### config.mk
export PLATFORM = sky130hd
export DESIGN_NAME = i2c_bit_level_port
export DESIGN_NICKNAME = d
export VERILOG_FILES = /design/src/logic/i2c_bit_port_pkg.sv /design/src/logic/i2c_bit_level_port.sv
export SDC_FILE = /design/constraint.sdc
export NUM_CORES = 1
export LEC_CHECK = 0
export ABC_CLOCK_PERIOD_IN_PS = 2900
export BUFFER_PORTS_ARGS = -buffer_cell sky130_fd_sc_hd__buf_4
export CELL_PAD_IN_SITES_DETAIL_PLACEMENT = 0
export CELL_PAD_IN_SITES_GLOBAL_PLACEMENT = 2
export CORE_ASPECT_RATIO = 1.5
export CORE_UTILIZATION = 33
export CTS_BUF_LIST = sky130_fd_sc_hd__clkbuf_16
export DETAILED_ROUTE_END_ITERATION = 10
export PLACE_DENSITY_LB_ADDON = 0.1
export SETUP_SLACK_MARGIN = 0.2
export SLEW_MARGIN = 20
export SYNTH_ARGS = -nofsm -noshare
export SYNTH_HDL_FRONTEND = slang
export SYNTH_SLANG_ARGS = --single-unit
export TNS_END_PERCENT = 30
### constraint.sdc
create_clock -name ref_clk -period 2.9 [get_ports ref_clk]
set_clock_uncertainty 0.15 [all_clocks]
set_input_delay 0.435 -clock ref_clk [delete_from_list [all_inputs] [get_ports ref_clk]]
set_output_delay 0.435 -clock ref_clk [all_outputs]
set_load 0.01 [all_outputs]
### src/logic/i2c_bit_port_pkg.sv
// constants, types and register map of the bit-level i2c port
package i2c_bit_port_pkg;

    // clock and bus timing
    localparam int CLK_PERIOD_NS = 50;
    localparam int SCL_HALF_NS   = 5000;
    localparam int SCL_HALF_CYC  = (SCL_HALF_NS + CLK_PERIOD_NS - 1) / CLK_PERIOD_NS;
    localparam int CNT_W         = 8;

    // register offsets and reset value
    localparam logic [7:0] OFF_CON   = 8'hD8;
    localparam logic [7:0] OFF_DAT   = 8'hD9;
    localparam logic [7:0] CON_RESET = 8'h81;

    // control/status bit positions (write meaning)
    localparam int CON_CXA  = 7;
    localparam int CON_IGN  = 6;
    localparam int CON_CDR  = 5;
    localparam int CON_CLEAR_ARBITRATION_LOSS = 4;
    localparam int CON_CLEAR_START_DETECTED = 3;
    localparam int CON_CLEAR_STOP_DETECTED = 2;
    localparam int CON_SEND_REPEATED_START = 1;
    localparam int CON_SEND_STOP = 0;
    // read meaning of bit 6
    localparam int CON_ATN  = 6;
    localparam int DAT_BIT  = 7;

    // the four sticky flags
    typedef struct packed {
        logic bit_ready_flag;
        logic arbitration_loss_flag;
        logic str;
        logic stop_detected_flag;
    } flags_t;

    // one register bus request
    typedef struct packed {
        logic       wr;
        logic       rd;
        logic [7:0] addr;
        logic [7:0] wdata;
    } reg_req_t;

    // start/stop generator, gray coded along its path
    typedef enum logic [1:0] {
        GEN_IDLE  = 2'b00,
        GEN_SETUP = 2'b01,
        GEN_SCLHI = 2'b11,
        GEN_EDGE  = 2'b10
    } gen_st_t;

endpackage

### src/logic/i2c_bit_level_port.sv
// bit-level i2c port: two registers, pin logic, receive bit buffer
`timescale 1ns/1ps
module i2c_bit_level_port
    import i2c_bit_port_pkg::*;
#(
    parameter int               BUF_W    = 1,
    parameter int               BUF_D    = 2,
    parameter logic [CNT_W-1:0] HALF_CYC = CNT_W'(SCL_HALF_CYC)
) (
    // clock, reset, enable
    input  wire logic             ref_clk,
    input  wire logic             resetn,
    input  wire logic             clk_en,
    // register port
    input  wire logic [7:0]       addr,
    input  wire logic [7:0]       wdata,
    input  wire logic             wr,
    input  wire logic             rd,
    output logic      [7:0]       rdata,
    // i2c pins, open drain
    input  wire logic             scl_in,
    output logic                  scl_out,
    output logic                  scl_oe,
    input  wire logic             sda_in,
    output logic                  sda_out,
    output logic                  sda_oe,
    // received bit stream
    output logic                  rx_valid,
    output logic      [BUF_W-1:0] rx_bit,
    input  wire logic             rx_ready
);

    localparam int PW = (BUF_D > 1) ? $clog2(BUF_D) : 1;

    function automatic logic hit(input logic [7:0] a, input logic [7:0] off);
        hit = (a == off);
    endfunction

    function automatic logic [PW-1:0] ptr_inc(input logic [PW-1:0] p);
        ptr_inc = (p == PW'(BUF_D - 1)) ? '0 : PW'(p + 1'b1);
    endfunction

    reg_req_t         req;
    logic             scl_m, scl_s, scl_d, sda_m, sda_s, sda_d;
    flags_t           flags_r, flags_nxt, flag_set, flag_clr;
    logic             received_bit_r, xbit_r, tx_act_r, tx_act_nxt;
    logic             ign_r, ign_nxt, master_r, master_nxt;
    logic             scl_low_r, scl_low_nxt, sda_low_r, sda_low_nxt;
    logic             gen_stop_r, gen_stop_nxt;
    gen_st_t          gen_r, gen_nxt;
    logic             fsm_load;
    logic [CNT_W-1:0] cnt_r, cnt_nxt;
    logic [7:0]       rdata_r, rdata_nxt;
    logic [BUF_W-1:0] buf_r [BUF_D];
    logic [PW-1:0]    wp_r, rp_r;
    logic [PW:0]      cnt_buf_r;

    // bus decode
    assign req    = '{wr: wr, rd: rd, addr: addr, wdata: wdata};
    wire   con_wr = req.wr & hit(req.addr, OFF_CON);
    wire   dat_wr = req.wr & hit(req.addr, OFF_DAT);
    wire   con_rd = req.rd & hit(req.addr, OFF_CON);
    wire   dat_rd = req.rd & hit(req.addr, OFF_DAT);

    // bus events seen through the synchronisers
    wire scl_rise  = scl_s & ~scl_d;
    wire start_det = scl_s & scl_d & sda_d & ~sda_s;
    wire stop_det  = scl_s & scl_d & ~sda_d & sda_s;
    wire watching  = master_r | ~ign_r;
    wire gen_idle  = (gen_r == GEN_IDLE);
    wire cnt_zero  = (cnt_r == '0);

    // receive buffer handshake
    wire buf_full  = (cnt_buf_r == (PW+1)'(BUF_D));
    wire buf_in_rdy = ~buf_full;
    wire buf_push  = flag_set.bit_ready_flag & buf_in_rdy;
    wire buf_pop   = rx_valid & rx_ready;

    // any pending flag or a full buffer stalls the clock line
    wire hold = (|flags_r) | ~buf_in_rdy;

    // flag set terms; own start/stop generation does not raise ready
    assign flag_set.bit_ready_flag = scl_rise & ~ign_r & gen_idle;
    assign flag_set.arbitration_loss_flag  = scl_rise & tx_act_r & xbit_r & ~sda_s & gen_idle;
    assign flag_set.str  = start_det & watching;
    assign flag_set.stop_detected_flag  = stop_det & watching;

    // flag clear terms
    assign flag_clr.bit_ready_flag = dat_wr | dat_rd | (con_wr & req.wdata[CON_CDR]);
    assign flag_clr.arbitration_loss_flag  = con_wr & req.wdata[CON_CLEAR_ARBITRATION_LOSS];
    assign flag_clr.str  = con_wr & req.wdata[CON_CLEAR_START_DETECTED];
    assign flag_clr.stop_detected_flag  = con_wr & req.wdata[CON_CLEAR_STOP_DETECTED];

    // a set in the same cycle as its clear wins
    assign flags_nxt = (flags_r & ~flag_clr) | flag_set;

    // transmit-active: data write enters, data read or clear bit leaves
    assign tx_act_nxt = dat_wr ? 1'b1 :
                        (dat_rd | (con_wr & req.wdata[CON_CXA])) ? 1'b0 :
                        flag_set.arbitration_loss_flag ? 1'b0 : tx_act_r;

    // ignore the bus as slave until the next stop frees it
    assign ign_nxt = (con_wr & req.wdata[CON_IGN] & ~master_r) ? 1'b1 :
                     stop_det ? 1'b0 : ign_r;

    // start/stop generator launch
    wire gen_go   = con_wr & gen_idle &
                    (req.wdata[CON_SEND_REPEATED_START] | req.wdata[CON_SEND_STOP]);
    wire gen_done = (gen_r == GEN_EDGE) & cnt_zero;
    assign gen_stop_nxt = gen_go ? req.wdata[CON_SEND_STOP] : gen_stop_r;

    // mastership follows generated starts, stops and lost arbitration
    assign master_nxt = flag_set.arbitration_loss_flag ? 1'b0 :
                        gen_done ? ~gen_stop_r : master_r;

    // master clock phase toggles after a half period
    wire m_toggle = master_r & gen_idle & cnt_zero &
                    (scl_low_r ? ~hold : scl_s);
    wire cnt_load = fsm_load | m_toggle;
    assign cnt_nxt = cnt_load ? HALF_CYC :
                     cnt_zero ? cnt_r : CNT_W'(cnt_r - 1'b1);

    // clock line pull: generator phases first, then master clocking
    assign scl_low_nxt = gen_done ? ~gen_stop_r :
                         (gen_r == GEN_SETUP || gen_nxt == GEN_SETUP) ? 1'b1 :
                         ~gen_idle ? 1'b0 :
                         ~master_r ? 1'b0 :
                         m_toggle ? ~scl_low_r : scl_low_r;

    // data line pull changes only while the clock line is low, except at the generator data edge and the release on arbitration loss
    wire tx_drive = tx_act_r & ~flags_r.arbitration_loss_flag & ~xbit_r;
    assign sda_low_nxt = (gen_r == GEN_SETUP) ? (scl_s ? sda_low_r : gen_stop_r) :
                         (gen_r == GEN_EDGE) ? ~gen_stop_r :
                         (gen_r == GEN_SCLHI) ? sda_low_r :
                         flags_r.arbitration_loss_flag ? 1'b0 :
                         ~scl_s ? tx_drive : sda_low_r;

    // read mux: the data registers answer one cycle after the strobe
    wire [7:0] con_view = {received_bit_r, |flags_r, flags_r.bit_ready_flag, flags_r.arbitration_loss_flag,
                           flags_r.str, flags_r.stop_detected_flag, master_r, CON_RESET[0]};
    assign rdata_nxt = con_rd ? con_view :
                       dat_rd ? {received_bit_r, 7'h00} : 8'h00;

    // generator sequence: setup with clock low, clock high, data edge
    always_comb begin
        gen_nxt  = gen_r;
        fsm_load = 1'b0;
        unique case (gen_r)
            GEN_IDLE: if (gen_go) begin
                gen_nxt  = GEN_SETUP;
                fsm_load = 1'b1;
            end
            GEN_SETUP: if (cnt_zero) begin
                gen_nxt  = GEN_SCLHI;
                fsm_load = 1'b1;
            end
            GEN_SCLHI: if (cnt_zero && scl_s) begin
                gen_nxt  = GEN_EDGE;
                fsm_load = 1'b1;
            end
            GEN_EDGE: if (cnt_zero) begin
                gen_nxt  = GEN_IDLE;
                fsm_load = 1'b1;
            end
        endcase
    end

    // pin synchronisers, two flops then an edge stage
    always_ff @(posedge ref_clk) begin
        if (!resetn) begin
            {scl_m, scl_s, scl_d} <= 3'h7;
            {sda_m, sda_s, sda_d} <= 3'h7;
        end else if (clk_en) begin
            {scl_m, scl_s, scl_d} <= {scl_in, scl_m, scl_s};
            {sda_m, sda_s, sda_d} <= {sda_in, sda_m, sda_s};
        end
    end

    // flags and mode state
    always_ff @(posedge ref_clk) begin
        if (!resetn) begin
            flags_r  <= '0;
            tx_act_r <= 1'b0;
            ign_r    <= 1'b0;
            master_r <= 1'b0;
        end else if (clk_en) begin
            flags_r  <= flags_nxt;
            tx_act_r <= tx_act_nxt;
            ign_r    <= ign_nxt;
            master_r <= master_nxt;
        end
    end

    // received and transmitted bit
    always_ff @(posedge ref_clk) begin
        if (!resetn) begin
            received_bit_r <= CON_RESET[DAT_BIT];
            xbit_r <= 1'b1;
        end else if (clk_en) begin
            if (scl_rise) received_bit_r <= sda_s;
            if (dat_wr) xbit_r <= req.wdata[DAT_BIT];
        end
    end

    // generator, timer and pin drivers
    always_ff @(posedge ref_clk) begin
        if (!resetn) begin
            gen_r      <= GEN_IDLE;
            gen_stop_r <= 1'b0;
            cnt_r      <= '0;
            scl_low_r  <= 1'b0;
            sda_low_r  <= 1'b0;
            rdata_r    <= 8'h00;
        end else if (clk_en) begin
            gen_r      <= gen_nxt;
            gen_stop_r <= gen_stop_nxt;
            cnt_r      <= cnt_nxt;
            scl_low_r  <= scl_low_nxt;
            sda_low_r  <= sda_low_nxt;
            rdata_r    <= rdata_nxt;
        end
    end

    // receive buffer: a stall downstream fills it and then holds scl
    always_ff @(posedge ref_clk) begin
        if (!resetn) begin
            wp_r      <= '0;
            rp_r      <= '0;
            cnt_buf_r <= '0;
        end else if (clk_en) begin
            if (buf_push) begin
                buf_r[wp_r] <= BUF_W'(sda_s);
                wp_r        <= ptr_inc(wp_r);
            end
            if (buf_pop) rp_r <= ptr_inc(rp_r);
            cnt_buf_r <= cnt_buf_r + (PW+1)'(buf_push) - (PW+1)'(buf_pop);
        end
    end

    // slaves stretch the low phase while anything is pending
    wire slave_hold = ~master_r & gen_idle & hold & ~scl_s;

    // outputs
    assign scl_out  = 1'b0;
    assign sda_out  = 1'b0;
    assign scl_oe   = scl_low_r | slave_hold;
    assign sda_oe   = sda_low_r;
    assign rdata    = rdata_r;
    assign rx_valid = (cnt_buf_r != '0);
    assign rx_bit   = buf_r[rp_r];
endmodule

==> flow_metrics.tcl, run 1 <==
set metrics [dict create \
    yosysUniqueCellTypes 56 \
    holdCritStartpoint "sda_in" \
    synthArstFlopShare 0 \
    status "finished clean" \
    grt_pass1_wl_um 9690 \
    vdd_drop_max_uv 517 \
    start_util 0.345 \
    syn_to_final_growth_pct 25.2 \
    vias 1995 \
    clock_power_share 0.381 \
    fmax_mhz 418 \
    antenna_left 0 \
    finalSetupViolations 0 \
    core_area_sq_um 6530 \
    finalCriticalPeriod_ns 2.39 \
    drv_slew 0 \
    first_global_vias 1971 \
    gp_congestion 0.824 \
    clkTransAtPathRegs_ns 0.06 \
    crit_family "adder cells" \
    die_height_um 103 \
    grt_start_max_net_pins 24 \
    dieArea_sq_um 7170 \
    dpl_cell_area_sq_um 2630 \
    rsz0062_at_grt "no" \
    netlist_area_sq_um 2250 \
    wl_um 5820 \
    drc 0 \
    switching_share 0.285 \
    hp-class "primary input to flip-flop" \
    hold_path_depth 3 \
    rows 36 \
    critical_path_class "flip-flop to flip-flop" \
    yosys_warnings 0 \
    cp-end-kind "flip-flop" \
    drive_gt1_frac 0.206 \
    worstPathArrival_ns 2.39 \
    period_share 0.824 \
    synth_edf_count 2 \
    p_leak_nw 1.18 \
    root_buffer "clkbuf_16" \
    antenna_found_initial 0 \
    yosysTopAreaCellShare 0.364 \
    setup-tns-final_ns 0 \
    fin_util 0.432 \
    reg2reg_to "cnt_buf_r[1]" \
    holdPathEnd "sda_m" \
    numCtsBuffers 5 \
    dp_cells 379 \
    p_seq_frac 0.366 \
    critPathRequiredTime_ns 2.90 \
    via_per_inst 5.16 \
    r2r_cells 12 \
    finalHoldViolCount 0 \
    first_iter_violations 108 \
    fin_area_sq_um 2820 \
    final_common_cell "buf_4" \
    wire_per_inst_um 15.0 \
    yosysSeqAreaShare 0.391 \
    tritoncts "done" \
    maxCapViolCount 0 \
    crit_buf_inv 2 \
    power.switching_mw 0.535 \
    start_kind "flip-flop" \
    fin_cells 387 \
    ioPinCount 38 \
    mostFrequentLayoutCells "44 x buf_4, 41 x dfxtp_1, 34 x nand2_1" \
    cpPeakStageDelay_ns 0.38 \
    crit_chain "inv_1 -> ha_1 -> nand2_1 -> nor3_2 -> nand2_1 -> ha_1 -> inv_1 -> ha_1 -> xor2_1 -> nand2_1 -> xor2_1 -> nor2_1" \
    nFillCells 683 \
    nets 343 \
    synth_area_leader_cell "dfxtp_1" \
    syn_inst 270 \
    ctsHoldBuffers 0 \
    ys_top_cells_by_area "dfxtp_1 36%, nand2_1 5.7%, ha_1 5.0%" \
    htreeDepth 2 \
    syn_avg_cell_area_sq_um 8.35 \
    synthFlopType "dfxtp_1" \
    clkLatencyLatePin_ns 0.28 \
    grt_overflow_total 0 \
    grt_use_total 0.173 \
    ys_ff_latch 43 \
    diodes 0 \
    p_int_mw 1.34 \
    cp_max_fo 8 \
    chipWidth_um 69.5 \
    p_per_area_nw_per_um2 665 \
    r2r_start "gen_r[0]" \
    cp_slowest_cell "dfxtp_1" \
    dp_hpwl_um 4330 \
    clk_path_buf_depth 2 \
    clock_sinks 43 \
    drt-pass1-iter-count 4 \
    ff2ff_setup_slack_ns 0.51 \
    comb_power_share 0.253 \
    io_buffers 35 \
]
-- state kept, by name, indices dropped and copies added, names as in the netlist, 2 cells and up, named ones only --
signal	cells
buf_r	2
cnt_buf_r	2
cnt_r	8
con_view	4
gen_r	2
rdata	8
-- metrics by stage --
step	setup WS (ns)	total power, mW	hold slack, ns
2_1_floorplan	0.614	1.05	0.282
3_3_place_gp	0.449	1.18	0.292
3_5_place_dp	0.416	1.18	0.304
4_1_cts	0.416	1.91	0.216
5_1_grt	0.280	1.99	0.232
6_report	0.509	1.88	0.221
-- metal layers --
| layer | up-vias | wire (um) | global-route usage |
|---|---|---|---|
| met1 | 941 | 2580 | 0.202 |
| li1 | 1026 | - | - |
| met4 | 0 | 78 | 0.0549 |
| met3 | 6 | 113 | 0.0262 |
| met5 | - | 0 | 0 |
| met2 | 22 | 3060 | 0.324 |
-- cells by family (layout without fill, tap and decap cells) --
kind of cell	after synthesis	after routing	synth area share
xor gates and xnor gates	7	7	0.0272
adders and majority gates	9	9	0.0499
other	1	2	0.00166
DFF	43	43	0.391
and+or+nand+nor	116	116	0.265
muxes	10	10	0.0455
buffers and inverters	24	64	0.0438
AOI/OAI and AO/OA	60	60	0.176
-- power groups by stage --
stage	sequential, mW	combinational (mW)	clock (mW)
3_5_place_dp	0.700	0.480	0
3_3_place_gp	0.700	0.482	0
6_report	0.688	0.475	0.716
2_1_floorplan	0.689	0.360	0
5_1_grt	0.695	0.536	0.762
4_1_cts	0.688	0.483	0.738
-- synth_stat cells (all sizes together), types with 2 or more instances --
library cell and count:
or3b 2, xor2 5, a21oi 19, nand3b 2, buf 4, nor2b 5, o211ai 2, nand2 34
nor3 14, clkbuf 8, dfxtp 41, nor3b 3, a22oi 5, edfxtp 2, nor2 29, nand4 2
xnor2 2, nand3 5, o21ai 12, and2 3, inv 11, or3 2, nand2b 4, o21a 5
a21boi 3, nor4 5, ha 9, nor4b 3, mux2i 8, mux2 2
-- how the worst max path moves through the flow --
stage	from	end	slack (ns)	cells after the start
after global placement	addr[5]	cnt_r[7]	0.45	7
after floorplan	addr[5]	cnt_r[7]	0.61	7
after detailed placement	gen_r[0]	cnt_buf_r[1]	0.42	12
after CTS	gen_r[0]	cnt_buf_r[1]	0.42	12
after global routing	gen_r[0]	cnt_buf_r[1]	0.28	12
final	gen_r[0]	cnt_buf_r[1]	0.51	12
-- worst register-to-register path: stages, from the launching register on --
cell,delay [ns]
dfxtp_1,0.38
inv_1,0.15
ha_1,0.25
nand2_1,0.13
nor3_2,0.16
nand2_1,0.13
ha_1,0.29
inv_1,0.04
ha_1,0.18
xor2_1,0.14
nand2_1,0.07
xor2_1,0.14
nor2_1,0.05
-- what timing repair did --
action,4_1_cts,5_1_grt
setup buffers,0,0
endpoints found under the setup margin,0,1
resized for setup,0,1
-- layout make-up --
cell class	instances	area (sq um)	share of cell area
Timing Repair Buffer	44	330	0.117
Clock buffer	5	125	0.0443
Sequential cell	43	881	0.312
Tap cell	76	95.1	0.0337
Multi-Input combinational cell	204	1280	0.455
Inverter	12	45.0	0.0160
Clock inverter	3	63.8	0.0226
Note: power is estimated with default switching activity, not from simulation.
==> inputs of run 2 (changes only) <==
Settings changed: ABC_CLOCK_PERIOD_IN_PS 2900 to 2300.
Clock period 2.9 ns to 2.3 ns, I/O delays scaled along.
==> flow_metrics.tcl, run 2 (synthesized netlist as in run 1, its figures left out) <==
set metrics [dict create \
    rows 36 \
    ctsHoldBuffers 0 \
    start_kind "flip-flop" \
    crit_buf_inv 3 \
    grt_pass1_wl_um 10200 \
    first_global_vias 2125 \
    fmax_mhz 472 \
    cp-end-kind "flip-flop" \
    fin_cells 413 \
    antenna_left 0 \
    grt_overflow_total 0 \
    tritoncts "done" \
    clock_sinks 43 \
    dieArea_sq_um 7170 \
    cpPeakStageDelay_ns 0.33 \
    final_common_cell "buf_4" \
    grt_start_max_net_pins 20 \
    drv_slew 0 \
    numCtsBuffers 5 \
    cp_max_fo 5 \
    setup-tns-final_ns 0 \
    clock_power_share 0.293 \
    gp_congestion 0.806 \
    diodes 0 \
    core_area_sq_um 6530 \
    clkTransAtPathRegs_ns 0.06 \
    vias 2108 \
    p_seq_frac 0.364 \
    chipWidth_um 69.5 \
    wire_per_inst_um 14.8 \
    status "finished clean" \
    syn_to_final_growth_pct 34.1 \
    dp_cells 387 \
    met3_length_um 189 \
    finalWorstSetupSlack_ns 0.182 \
    grt_use_total 0.182 \
    pre_cts_ws_ns 0.0324 \
    met2_length_um 3300 \
    antenna_found_initial 0 \
    finalSetupViolations 0 \
    start_util 0.345 \
    power.switching_mw 0.732 \
    cp_slowest_cell "dfxtp_2" \
    p_int_mw 1.65 \
    dp_hpwl_um 4390 \
    finalPower_mw 2.39 \
    switching_share 0.307 \
    vdd_drop_max_uv 521 \
    worstPathArrival_ns 2.14 \
    maxCapViolCount 0 \
    clk_path_buf_depth 2 \
    hp-class "primary input to flip-flop" \
    p_leak_nw 1.30 \
    mostFrequentLayoutCells "69 x buf_4, 38 x dfxtp_1, 32 x nand2_1" \
    fin_area_sq_um 3020 \
    wl_met1_um 2520 \
    ioPinCount 38 \
    root_buffer "clkbuf_16" \
    critical_path_class "flip-flop to flip-flop" \
    fin_util 0.463 \
    via_per_inst 5.10 \
    first_iter_violations 62 \
    nFillCells 679 \
    crit_top_cell "buf_4" \
    crit_chain "inv_4 -> ha_4 -> nand3b_1 -> nor4_4 -> buf_4 -> nand2_1 -> a22o_1 -> buf_4 -> a211o_1" \
    die_height_um 103 \
    finalHoldViolCount 0 \
    hold_ws_ns 0.119 \
    wl_um 6100 \
    rsz0062_at_grt "yes" \
    period_share 0.921 \
    critPathRequiredTime_ns 2.33 \
    clkLatencyLatePin_ns 0.29 \
    drc 0 \
    p_per_area_nw_per_um2 789 \
    nets 369 \
    crit_family "simple AND/OR/NAND/NOR gates" \
    top_layer_used "met4" \
    drive_gt1_frac 0.303 \
    drt-pass1-iter-count 4 \
    finalCriticalPeriod_ns 2.12 \
    io_buffers 35 \
    htreeDepth 2 \
    comb_power_share 0.343 \
    dpl_cell_area_sq_um 2700 \
]
-- run 2: power by group through the flow --
stage / registers [mW] / clock network, mW / logic (mW)
global placement: 0.883 / 0 / 0.647
floorplan: 0.869 / 0 / 0.456
detailed placement: 0.882 / 0 / 0.644
finish: 0.869 / 0.699 / 0.818
CTS: 0.867 / 0.717 / 0.751
global route: 0.878 / 0.735 / 0.917
-- run 2: final timing paths --
| check | startpoint | endpoint | slack, ns | cells past startpoint |
|---|---|---|---|---|
| setup reg to reg | gen_r[0] | scl_low_r | 0.18 | 9 |
| setup / recovery | gen_r[0] | scl_low_r | 0.18 | 9 |
| hold / removal | scl_in | scl_m | 0.12 | 3 |
| hold reg to reg | cnt_r[0] | cnt_r[0] | 0.30 | 2 |
-- run 2: layer usage --
metal / global-route usage / up-vias
met5: 0 / -
met1: 0.200 / 989
li1: - / 1079
met3: 0.0349 / 8
met2: 0.353 / 32
met4: 0.0581 / 0
-- run 2: repair_timing --
item | 4_1_cts | 5_1_grt
setup buffers | 14 | 4
endpoints found under the setup margin | 8 | 14
gates resized for setup | 7 | 6
pin swaps | 6 | 6
-- run 2: layout make-up --
cell class | count | area [sq um] | area share
multi-input cells | 204 | 1330 | 0.438
clock buffers | 5 | 125 | 0.0414
well taps | 76 | 95.1 | 0.0315
clock inverters | 3 | 16.3 | 0.00538
inverters | 12 | 47.5 | 0.0157
repair buffers | 70 | 529 | 0.175
flip-flops and latches | 43 | 885 | 0.293
-- run 2: worst min-delay path: stages --
cell     delay [ns]
buf_4          0.08
mux2i_1        0.05
nand2_1        0.05
